<file path="config.mk">
export PLATFORM = sky130hd
export DESIGN_NAME = host_port_forwarding_control
export DESIGN_NICKNAME = d
export VERILOG_FILES = /design/src/logic/host_port_ctrl_pkg.sv /design/src/logic/host_port_forwarding_control.sv
export SDC_FILE = /design/constraint.sdc
export NUM_CORES = 1
export LEC_CHECK = 0
export ABC_AREA = 1
export BUFFER_PORTS_ARGS = -buffer_cell sky130_fd_sc_hd__buf_2
export CAP_MARGIN = 20
export CORE_MARGIN = 2
export CORE_UTILIZATION = 45
export CTS_CLUSTER_DIAMETER = 120
export DETAILED_ROUTE_END_ITERATION = 6
export PLACE_DENSITY_LB_ADDON = 0.1
export SLEW_MARGIN = 30
export SYNTH_ARGS = -nofsm -noshare
export SYNTH_HDL_FRONTEND = slang
export SYNTH_SLANG_ARGS = --single-unit
</file>
<file path="constraint.sdc">
create_clock -name ref_clk -period 1.2 [get_ports ref_clk]
set_input_delay 0 -clock ref_clk [delete_from_list [all_inputs] [get_ports ref_clk]]
set_output_delay 0 -clock ref_clk [all_outputs]
set_load 0.05 [all_outputs]
</file>
<file path="src/logic/host_port_ctrl_pkg.sv">
package host_port_ctrl_pkg;

  // register port geometry
  localparam int ADDR_W = 4;
  localparam int DATA_W = 16;

  // register offsets within the bank
  localparam logic [3:0] HOST_PORT_CONTROL_TWO_OFS = 4'h2;
  localparam logic [3:0] HOST_PORT_VID_CONTROL_OFS = 4'h4;
  localparam logic [3:0] HOST_PORT_CONTROL_THREE_OFS = 4'h6;
  localparam logic [3:0] HOST_PORT_INGRESS_RATE_OFS = 4'h8;
  localparam logic [3:0] HOST_PORT_EGRESS_RATE_OFS = 4'ha;
  localparam logic [3:0] BANK_SELECT_OFS = 4'he;

  // field positions in host_port_control_two
  localparam int TX_ENABLE_BIT = 10;
  localparam int RX_ENABLE_BIT = 9;
  localparam int LEARN_DISABLE_BIT = 8;
  localparam int SNIFFER_PORT_BIT = 7;
  localparam int RX_SNIFF_BIT = 6;
  localparam int TX_SNIFF_BIT = 5;
  localparam int SPARE_BIT = 4;
  localparam int PRIO_CEILING_BIT = 3;
  localparam int MEMBER_MSB = 2;
  localparam int MEMBER_LSB = 0;

  // bits that hold storage; reserved bits outside read as zero
  localparam logic [15:0] CONTROL_TWO_RW_MASK = 16'h07ff;
  // transmit and receive on, full membership, everything else off
  localparam logic [15:0] CONTROL_TWO_RESET = 16'h0607;

  // membership bit per destination
  localparam int PORT_ONE_IDX = 0;
  localparam int PORT_TWO_IDX = 1;
  localparam int HOST_PORT_IDX = 2;

endpackage : host_port_ctrl_pkg

</file>
<file path="src/logic/host_port_forwarding_control.sv">
`timescale 1ns/1ps
// Notes on behaviour
// - transmit enable high lets the host port send; low blocks all transmission.
// - receive enable, bit 9, resets high; low means no packet is accepted.
// - learning disable, bit 8, resets low; high stops source address learning.
// - bit 7 makes the port the mirror destination for monitored packets.
// - bit 6 marks every received packet monitored and copies it to the mirror port when that port's membership bit is set.
// - bit 5 marks every transmitted packet monitored and sends it to the mirror port.
// - bit 3 clamps packet user priority to the port default tag priority.
// - three-bit membership resets to 0x7; bit2 host, bit1 port two, bit0 port one.
// - received packets go only to ports whose membership bit is set.
// - bit 4 is reserved, resets low and changes no forwarding behaviour.
module host_port_forwarding_control
  import host_port_ctrl_pkg::*;
#(
  parameter int PRIO_W = 3,
  parameter int PORTS = 3
) (
  // clock and reset
  input wire logic ref_clk,
  input wire logic reset,
  // register port
  input wire logic [ADDR_W-1:0] reg_addr,
  input wire logic [DATA_W-1:0] reg_wdata,
  input wire logic reg_wr,
  input wire logic reg_rd,
  output logic [DATA_W-1:0] reg_rdata,
  // packets received on the host port, one cycle each
  input wire logic rx_pkt_valid,
  input wire logic [PORTS-1:0] rx_pkt_dest,
  input wire logic [PRIO_W-1:0] rx_pkt_prio,
  input wire logic [PRIO_W-1:0] default_prio,
  input wire logic [PORTS-1:0] sniffer_dest,
  // forwarding decision for the received packet
  output logic fwd_valid,
  output logic [PORTS-1:0] fwd_mask,
  output logic [PRIO_W-1:0] fwd_prio,
  output logic fwd_monitored,
  output logic learn_strobe,
  // packets offered for transmission out of the host port
  input wire logic tx_req,
  input wire logic mon_req,
  output logic tx_grant,
  output logic tx_mirror,
  output logic mon_grant,
  // live configuration for the switch fabric
  output logic tx_enable,
  output logic rx_enable,
  output logic learn_disable,
  output logic sniffer_port,
  output logic rx_sniff,
  output logic tx_sniff,
  output logic prio_ceiling,
  output logic [PORTS-1:0] vlan_member
);

  //////////////////////////////////////////////////////////////////////////////
  // register access decode

  logic [DATA_W-1:0] ctrl_r;
  logic [DATA_W-1:0] ctrl_nxt;
  logic [DATA_W-1:0] rdata_nxt;
  logic [DATA_W-1:0] ctrl_view;
  logic hit_ctrl;
  logic wr_ctrl;

  // keeps only the implemented bits, so writes and reads agree on what is stored
  function automatic logic [DATA_W-1:0] stored_bits(input logic [DATA_W-1:0] word);
    return word & CONTROL_TWO_RW_MASK;
  endfunction : stored_bits

  // unmapped offsets and the bank's other registers read as zero here
  assign hit_ctrl = (reg_addr == HOST_PORT_CONTROL_TWO_OFS);
  assign wr_ctrl = reg_wr && hit_ctrl;
  assign ctrl_nxt = wr_ctrl ? stored_bits(reg_wdata) : ctrl_r;
  assign ctrl_view = stored_bits(ctrl_r);
  assign rdata_nxt = (reg_rd && hit_ctrl) ? ctrl_view : '0;

  // storage; the reset value carries the documented defaults
  always_ff @(posedge ref_clk or posedge reset) begin
    if (reset) begin
      ctrl_r <= CONTROL_TWO_RESET;
      reg_rdata <= '0;
    end else begin
      ctrl_r <= ctrl_nxt;
      reg_rdata <= rdata_nxt;
    end
  end

  //////////////////////////////////////////////////////////////////////////////
  // field extraction

  logic f_tx_en;
  logic f_rx_en;
  logic f_learn_dis;
  logic f_sniffer;
  logic f_rx_sniff;
  logic f_tx_sniff;
  logic f_ceiling;
  logic [PORTS-1:0] f_member;

  // the spare bit is stored for readback only and steers nothing
  assign f_tx_en = ctrl_r[TX_ENABLE_BIT];
  assign f_rx_en = ctrl_r[RX_ENABLE_BIT];
  assign f_learn_dis = ctrl_r[LEARN_DISABLE_BIT];
  assign f_sniffer = ctrl_r[SNIFFER_PORT_BIT];
  assign f_rx_sniff = ctrl_r[RX_SNIFF_BIT];
  assign f_tx_sniff = ctrl_r[TX_SNIFF_BIT];
  assign f_ceiling = ctrl_r[PRIO_CEILING_BIT];
  assign f_member = ctrl_r[MEMBER_MSB:MEMBER_LSB];

  //////////////////////////////////////////////////////////////////////////////
  // receive path decision

  logic rx_take;
  logic [PORTS-1:0] rx_targets;
  logic [PORTS-1:0] mask_nxt;
  logic [PRIO_W-1:0] prio_nxt;
  logic clamp_hit;

  assign rx_take = rx_pkt_valid && f_rx_en;
  // mirror copies obey membership too, so no excluded port sees a packet
  assign rx_targets = rx_pkt_dest | (f_rx_sniff ? sniffer_dest : '0);
  assign mask_nxt = rx_take ? (rx_targets & f_member) : '0;
  assign clamp_hit = f_ceiling && (rx_pkt_prio > default_prio);
  assign prio_nxt = clamp_hit ? default_prio : rx_pkt_prio;

  // one stage of flops keeps every fabric-facing output glitch free
  always_ff @(posedge ref_clk or posedge reset) begin
    if (reset) begin
      fwd_valid <= 1'b0;
      fwd_mask <= '0;
      fwd_prio <= '0;
      fwd_monitored <= 1'b0;
      learn_strobe <= 1'b0;
    end else begin
      fwd_valid <= rx_take;
      fwd_mask <= mask_nxt;
      fwd_prio <= rx_take ? prio_nxt : '0;
      fwd_monitored <= rx_take && f_rx_sniff;
      learn_strobe <= rx_take && !f_learn_dis;
    end
  end

  //////////////////////////////////////////////////////////////////////////////
  // transmit path gating

  logic tx_ok;
  logic mon_ok;

  assign tx_ok = tx_req && f_tx_en;
  // monitored traffic only leaves a port that is both sniffer and enabled
  assign mon_ok = mon_req && f_sniffer && f_tx_en;

  always_ff @(posedge ref_clk or posedge reset) begin
    if (reset) begin
      tx_grant <= 1'b0;
      tx_mirror <= 1'b0;
      mon_grant <= 1'b0;
    end else begin
      tx_grant <= tx_ok;
      tx_mirror <= tx_ok && f_tx_sniff;
      mon_grant <= mon_ok;
    end
  end

  //////////////////////////////////////////////////////////////////////////////
  // configuration outputs, delayed one cycle behind the register

  always_ff @(posedge ref_clk or posedge reset) begin
    if (reset) begin
      tx_enable <= CONTROL_TWO_RESET[TX_ENABLE_BIT];
      rx_enable <= CONTROL_TWO_RESET[RX_ENABLE_BIT];
      learn_disable <= CONTROL_TWO_RESET[LEARN_DISABLE_BIT];
      sniffer_port <= CONTROL_TWO_RESET[SNIFFER_PORT_BIT];
      rx_sniff <= CONTROL_TWO_RESET[RX_SNIFF_BIT];
      tx_sniff <= CONTROL_TWO_RESET[TX_SNIFF_BIT];
      prio_ceiling <= CONTROL_TWO_RESET[PRIO_CEILING_BIT];
      vlan_member <= CONTROL_TWO_RESET[MEMBER_MSB:MEMBER_LSB];
    end else begin
      tx_enable <= f_tx_en;
      rx_enable <= f_rx_en;
      learn_disable <= f_learn_dis;
      sniffer_port <= f_sniffer;
      rx_sniff <= f_rx_sniff;
      tx_sniff <= f_tx_sniff;
      prio_ceiling <= f_ceiling;
      vlan_member <= f_member;
    end
  end

  //////////////////////////////////////////////////////////////////////////////
  // assertions

  a_tx_blocked: assert property (@(posedge ref_clk) disable iff (reset)
    tx_req && !f_tx_en |=> !tx_grant && !tx_mirror)
    else $error("transmit granted while transmit is disabled");

  a_tx_passes: assert property (@(posedge ref_clk) disable iff (reset)
    tx_req && f_tx_en |=> tx_grant)
    else $error("enabled transmit request not granted");

  a_rx_blocked: assert property (@(posedge ref_clk) disable iff (reset)
    rx_pkt_valid && !f_rx_en |=> !fwd_valid && fwd_mask == '0 && !learn_strobe)
    else $error("packet accepted while receive is disabled");

  a_learn_gate: assert property (@(posedge ref_clk) disable iff (reset)
    learn_strobe |-> fwd_valid && !$past(f_learn_dis))
    else $error("learning happened while disabled");

  a_sniffer_only: assert property (@(posedge ref_clk) disable iff (reset)
    mon_req && f_tx_en ##1 mon_grant |-> $past(f_sniffer))
    else $error("monitored packet sent from a non sniffer port");

  a_rx_mirror: assert property (@(posedge ref_clk) disable iff (reset)
    rx_take |=> fwd_monitored == $past(f_rx_sniff)
      && ((fwd_mask ^ ($past(mask_nxt))) == '0))
    else $error("receive mirroring wrong");

  a_tx_mirror: assert property (@(posedge ref_clk) disable iff (reset)
    tx_mirror |-> tx_grant && $past(f_tx_sniff))
    else $error("transmit mirror without transmit sniff");

  a_prio_clamp: assert property (@(posedge ref_clk) disable iff (reset)
    rx_take && f_ceiling |=> fwd_prio <= $past(default_prio))
    else $error("priority above ceiling");

  a_prio_keep: assert property (@(posedge ref_clk) disable iff (reset)
    rx_take && !f_ceiling |=> fwd_prio == $past(rx_pkt_prio))
    else $error("priority changed without ceiling");

  a_member_only: assert property (@(posedge ref_clk) disable iff (reset)
    fwd_valid |-> (fwd_mask & ~$past(f_member)) == '0)
    else $error("packet sent to a port outside membership");

  a_reserved_zero: assert property (@(posedge ref_clk) disable iff (reset)
    reg_rd |=> (reg_rdata & ~CONTROL_TWO_RW_MASK) == '0)
    else $error("reserved bits read nonzero");

  a_write_read: assert property (@(posedge ref_clk) disable iff (reset)
    wr_ctrl ##1 (reg_rd && hit_ctrl)
      |=> reg_rdata == ($past(reg_wdata, 2) & CONTROL_TWO_RW_MASK))
    else $error("readback differs from write");

  a_write_acts: assert property (@(posedge ref_clk) disable iff (reset)
    wr_ctrl ##1 tx_req |=> tx_grant == $past(reg_wdata[TX_ENABLE_BIT], 2))
    else $error("write did not steer next packet");

  a_tx_idle: assert property (@(posedge ref_clk) disable iff (reset)
    !tx_req |=> !tx_grant && !tx_mirror)
    else $error("transmit granted without a request");

  a_rx_passes: assert property (@(posedge ref_clk) disable iff (reset)
    rx_pkt_valid && f_rx_en |=> fwd_valid)
    else $error("packet refused while receive is enabled");

  a_rx_idle: assert property (@(posedge ref_clk) disable iff (reset)
    !rx_take |=> !fwd_valid && fwd_mask == '0 && fwd_prio == '0
      && !fwd_monitored && !learn_strobe)
    else $error("forwarding outputs active without an accepted packet");

  a_learn_on: assert property (@(posedge ref_clk) disable iff (reset)
    rx_take && !f_learn_dis |=> learn_strobe)
    else $error("learning skipped while enabled");

  a_learn_off: assert property (@(posedge ref_clk) disable iff (reset)
    rx_take && f_learn_dis |=> !learn_strobe)
    else $error("learning done while disabled");

  a_mon_blocked: assert property (@(posedge ref_clk) disable iff (reset)
    mon_req && !f_sniffer |=> !mon_grant)
    else $error("monitored packet sent from an ordinary port");

  a_mon_passes: assert property (@(posedge ref_clk) disable iff (reset)
    mon_req && f_sniffer && f_tx_en |=> mon_grant)
    else $error("sniffer port refused a monitored packet");

  a_rx_no_mirror: assert property (@(posedge ref_clk) disable iff (reset)
    rx_take && !f_rx_sniff |=> !fwd_monitored)
    else $error("packet marked monitored without receive sniff");

  a_tx_mirror_on: assert property (@(posedge ref_clk) disable iff (reset)
    tx_req && f_tx_en && f_tx_sniff |=> tx_mirror)
    else $error("transmitted packet not mirrored");

  a_tx_no_mirror: assert property (@(posedge ref_clk) disable iff (reset)
    tx_req && f_tx_en && !f_tx_sniff |=> !tx_mirror)
    else $error("transmitted packet mirrored without transmit sniff");

  a_prio_replace: assert property (@(posedge ref_clk) disable iff (reset)
    rx_take && f_ceiling && (rx_pkt_prio > default_prio) |=> fwd_prio == $past(default_prio))
    else $error("high priority not replaced by default");

  a_prio_below: assert property (@(posedge ref_clk) disable iff (reset)
    rx_take && f_ceiling && (rx_pkt_prio <= default_prio) |=> fwd_prio == $past(rx_pkt_prio))
    else $error("priority under the ceiling was changed");

  a_member_reach: assert property (@(posedge ref_clk) disable iff (reset)
    rx_take && !f_rx_sniff |=> fwd_mask == ($past(rx_pkt_dest) & $past(f_member)))
    else $error("member destination dropped");

  a_member_out: assert property (@(posedge ref_clk) disable iff (reset)
    vlan_member == $past(f_member))
    else $error("membership output does not follow the register");

  a_rdata_idle: assert property (@(posedge ref_clk) disable iff (reset)
    !reg_rd |=> reg_rdata == '0)
    else $error("read data present without a read");

  a_other_zero: assert property (@(posedge ref_clk) disable iff (reset)
    reg_rd && !hit_ctrl |=> reg_rdata == '0)
    else $error("unmapped offset read nonzero");

  a_read_current: assert property (@(posedge ref_clk) disable iff (reset)
    reg_rd && hit_ctrl |=> reg_rdata == ($past(ctrl_r) & CONTROL_TWO_RW_MASK))
    else $error("read data differ from stored value");

  // configuration copies lag the register by exactly one edge
  a_cfg_tx: assert property (@(posedge ref_clk) disable iff (reset)
    tx_enable == $past(f_tx_en))
    else $error("transmit enable output stale");

  a_cfg_rx: assert property (@(posedge ref_clk) disable iff (reset)
    rx_enable == $past(f_rx_en))
    else $error("receive enable output stale");

  a_cfg_learn: assert property (@(posedge ref_clk) disable iff (reset)
    learn_disable == $past(f_learn_dis))
    else $error("learning disable output stale");

  a_cfg_sniffer: assert property (@(posedge ref_clk) disable iff (reset)
    sniffer_port == $past(f_sniffer))
    else $error("sniffer port output stale");

  a_cfg_rx_sniff: assert property (@(posedge ref_clk) disable iff (reset)
    rx_sniff == $past(f_rx_sniff))
    else $error("receive sniff output stale");

  a_cfg_tx_sniff: assert property (@(posedge ref_clk) disable iff (reset)
    tx_sniff == $past(f_tx_sniff))
    else $error("transmit sniff output stale");

  a_cfg_ceiling: assert property (@(posedge ref_clk) disable iff (reset)
    prio_ceiling == $past(f_ceiling))
    else $error("priority ceiling output stale");

  c_learn_blocked: cover property (@(posedge ref_clk) disable iff (reset)
    rx_take && f_learn_dis);
  c_rx_mirrored: cover property (@(posedge ref_clk) disable iff (reset)
    fwd_valid && fwd_monitored);
  c_prio_clamped: cover property (@(posedge ref_clk) disable iff (reset)
    rx_take && clamp_hit);
  c_tx_off_then_on: cover property (@(posedge ref_clk) disable iff (reset)
    tx_req && !f_tx_en ##[1:20] tx_grant);
  c_mon_sent: cover property (@(posedge ref_clk) disable iff (reset) mon_grant);

endmodule : host_port_forwarding_control
</file>
-- Yosys cells after proc, flatten, opt, wreduce, memory -nomap -nowiden
Index checks and enable logic that the tools add are counted.
- reductions and logical operators: 11
- order comparisons: 1
- equal/unequal tests: 1
- bitwise gates (word level): 2
- mux-type cells: 5
- operator list (kind ; number):
    $mux W3 ; 4
    $mux W11 ; 1
    $logic_and A1 B1 Y1 ; 10
    $eq A4 B2 Y1 const B ; 1
    $and A3 B3 Y3 ; 1
    $gt A3 B3 Y1 ; 1
    $or A3 B3 Y3 ; 1
    $logic_not A1 Y1 ; 1
- output and inout bits: 38
- logic and storage cells: 38
- bits of input ports: 39
- register bits after elaboration: 44

-- Logic depth before layout (Yosys ltp)
- word-level depth: 4
- gate-level depth with buffers: 9
- mapped depth without buffers: 9

-- Least setup slack after synthesis
Ideal clock, no wire load.
- kind: register to register
- start point: register ctrl_r[9]
- end point: register fwd_prio[0]
- cell stages (with the launch flop): 5
- path buffers: 0
- required time: 1.129 ns
- period minus slack after synthesis: 0.914 ns
- setup slack: 0.286 ns
- arrival: 0.843 ns
- setup time: 0.071 ns
- path through: dfstp_2 -> nand2_1 -> inv_1 -> nand2_1 -> nor2_1
- cells in the longest elaborated chain, start to end: 2
- RTL lines (item ; RTL line ; RTL):
    start: declaration ; host_port_forwarding_control.sv:60 ; logic [DATA_W-1:0] ctrl_r;
    start signal: assignment ; host_port_forwarding_control.sv:85 ; ctrl_r <= ctrl_nxt;
    $logic_and A1 B1 Y1 ; host_port_forwarding_control.sv:121 ; assign rx_take = rx_pkt_valid && f_rx_en;
    net rx_take ; host_port_forwarding_control.sv:115 ; logic rx_take;
    $mux W3 ; host_port_forwarding_control.sv:139 ; fwd_prio <= rx_take ? prio_nxt : '0;
    end signal: assignment ; host_port_forwarding_control.sv:139 ;
    end: declaration ; host_port_forwarding_control.sv:37 ; output logic [PRIO_W-1:0] fwd_prio,
The timed path passes the listed nets, and every way through them passes these cells.
A chain may end at the register's enable or synchronous reset.

-- Worst setup path in the final report
- start point: register ctrl_r[9]
- end point: register fwd_prio[1]
Same word-level chain as after synthesis.

==> summary.txt <==
status -> completed
RSZ-0062 raised after global routing -> false
CTS H-tree lvls -> 2
P per Cell Area -> 1680 nW/um^2
Mapped Cells -> 150
number of I/O pins -> 77
# setup viols final -> 0
die footprint -> 4190 sq um
TritonCTS Buffers -> 5
Inserted Diodes -> 0
row cnt -> 22
commonest cells after routing, fill and taps aside -> 65 x buf_2, 34 x nor2_1, 34 x dfrtp_1
first-pass GRT wire length -> 5170 um
largest net degree at the start of global routing -> 45
clk buf depth -> 2
slowest CP cell -> dfstp_2
Critical Path RT -> 1420 ps
Clock Skew -> 4.22 ps
CP max FO -> 6
layout cells sized above 1 -> 43.0%
chip width -> 64.7 um
Period Utilization, post-route -> 88.8%
CP endpoint kind -> flip-flop
vias in the first global route -> 1207
FF+latch count, synth -> 44
WL final -> 3240 um
clock-pin transition on the worst setup and hold timing paths -> 80 ps
clock latency on the worst-skew pair -> 280 ps
WP data arrival -> 1280 ps
Via density -> 4.38
CTS root buf -> clkbuf_8
VDD IR-drop max -> 1020 uV
area grow syn2layout -> 42.0%
final hold viol count -> 0
Syn. warnings -> 0
drt drc -> 0
antenna violations before repair -> 0
Leak -> 1.31 nW
Detailed Routing Iterations Pass 1 -> 4
# clock sinks -> 44
register area share after synthesis -> 67.1%
Overall Global Routing Usage -> 16.3%
Avg Cell Area, Syn -> 11.1 sq um
setup slack at placement -> 131 ps
CTS tree -> done
GP Congestion -> 0.879
GRT overflow -> 0
Netlist cell types -> 17
Die H -> 64.7 um
Avg WL per Cell -> 11.2 um
CP Cell Sequence -> nand2_1 -> inv_1 -> nand2_1 -> nor2_1
Max Clk Rate -> 938 MHz
most common cell after layout, fill and taps aside -> buf_2
post-CTS setup buffer count -> 0
Most Frequent Cell on Critical Path -> nand2_1
area of the mapped netlist -> 1660 sq um
FILL cells -> 309
via count -> 1270
Final WS setup -> 134 ps
# nets final -> 283
initial core utilization -> 46.0%
Core Area -> 3610 sq um
Slew Viols, Final -> 0
max-cap violation count -> 0
Setup TNS -> 0 ps
fin crit period -> 1070 ps
Post-DRT Antenna Nets -> 0
Post-DP HPWL -> 2170 um
DR iter-0 viols -> 62
startpoint types -> flip-flop
critical path class -> reg -> reg
count of input and output buffers -> 66
worst min path class -> in -> reg
crit-path max cell delay -> 550 ps
worst max-delay path: cells and delay by family, from the launching register on:
family / cells / cell delay [ps]
and+or+nand+nor: 3 / 300
DFF: 1 / 550
buffers and inverters: 1 / 150
metrics by stage:
stage / area (sq um) / std cells / utilization, % / total power [mW] / hold WS [ps]
final: 2360 / 290 / 65.3 / 3.97 / 22.6
after global routing: 2360 / 290 / 65.3 / 4.16 / 28.2
after CTS: 2350 / 291 / 65.1 / 3.99 / 10.1
after detailed placement: 2030 / 263 / 56.4 / 2.85 / 51.0
after global placement: 2030 / 263 / 56.4 / 2.83 / 43.2
after floorplan: 1670 / 154 / - / 2.61 / 115
power by group:
| group | total [mW] | leakage (nW) | switching [mW] | internal, mW |
|---|---|---|---|---|
| registers | 1.82 | 0.528 | 0.0844 | 1.73 |
| clock network | 1.09 | 0.0541 | 0.471 | 0.616 |
| logic | 1.07 | 0.724 | 0.782 | 0.283 |
| total | 3.97 | 1.31 | 1.34 | 2.63 |
synthesized netlist by cell type:
cell       n  area, sq um
buf_4      5         37.5
dfrtp_1   34          851
nand2_1   11         41.3
buf_6      2         22.5
conb_1     1         3.75
buf_2      1         5.00
a21oi_1    3         15.0
nand3_2    1         10.0
dfstp_2   10          263
nand3_1    5         25.0
nor2_1    34          128
inv_1     22         82.6
ha_1       3         37.5
nand3b_1   1         7.51
nor2_2     3         18.8
nor3_1     3         15.0
a21oi_2   11         96.3
worst paths after layout:
check                                startpoint              to  slack [ps]  depth (start not counted)
worst max-delay path                  ctrl_r[9]     fwd_prio[1]         130                          4
worst min-delay path            sniffer_dest[2]     fwd_mask[2]          20                          3
worst max register to register        ctrl_r[9]     fwd_prio[1]         130                          4
worst min register to register        ctrl_r[2]  vlan_member[2]         370                          0
max in group asynchronous                 reset       rx_enable         640                          4
min in group asynchronous                 reset        tx_sniff         290                          4
area by class of cell:
type                       instances  area [sq um]  share of cell area, %
tap                               48          60.1                   2.55
timing repair buffer              88           563                   23.9
multi-input combinational         80           425                   18.1
inverter                          22          82.6                   3.51
clock buffer                       5          68.8                   2.92
clock inverter                     3          42.5                   1.81
sequential                        44          1110                   47.3
sequential cells by signal (all words and copies together), names as in the netlist, 3 cells and up:
signal and cells:
vlan_member 3, reg_rdata 11, fwd_mask 3, ctrl_r 11
fwd_prio 3
routing by layer:
layer | share of wire [%] | track usage, % | up-vias | wire (um)
met5 | 0 | 0 | - | 0
met4 | 0.83 | 5.59 | 0 | 27
met3 | 5.0 | 3.13 | 2 | 161
met2 | 54 | 29.1 | 43 | 1750
met1 | 40 | 19.6 | 600 | 1300
li1 | - | - | 625 | -
kinds of logic (layout without fill, tap and decap cells):
kind of cell | count (synthesis) | count (layout) | synth area share, %
AND/OR/NAND/NOR | 58 | 58 | 14.8
adder cells (fa/ha/maj) | 3 | 3 | 2.26
other | 1 | 5 | 0.226
flip-flops | 44 | 44 | 67.1
AO/OA/AOI/OAI | 14 | 14 | 6.71
buffers and inverters | 30 | 118 | 8.90
repair_timing:
| item | 4_1_cts | 5_1_grt |
|---|---|---|
| endpoints found under the hold margin | 64 | 0 |
| gates resized for setup | 0 | 5 |
| endpoints found under the setup margin | 0 | 3 |
| hold buffers | 20 | 0 |
Note: power is estimated with default switching activity, not from simulation.
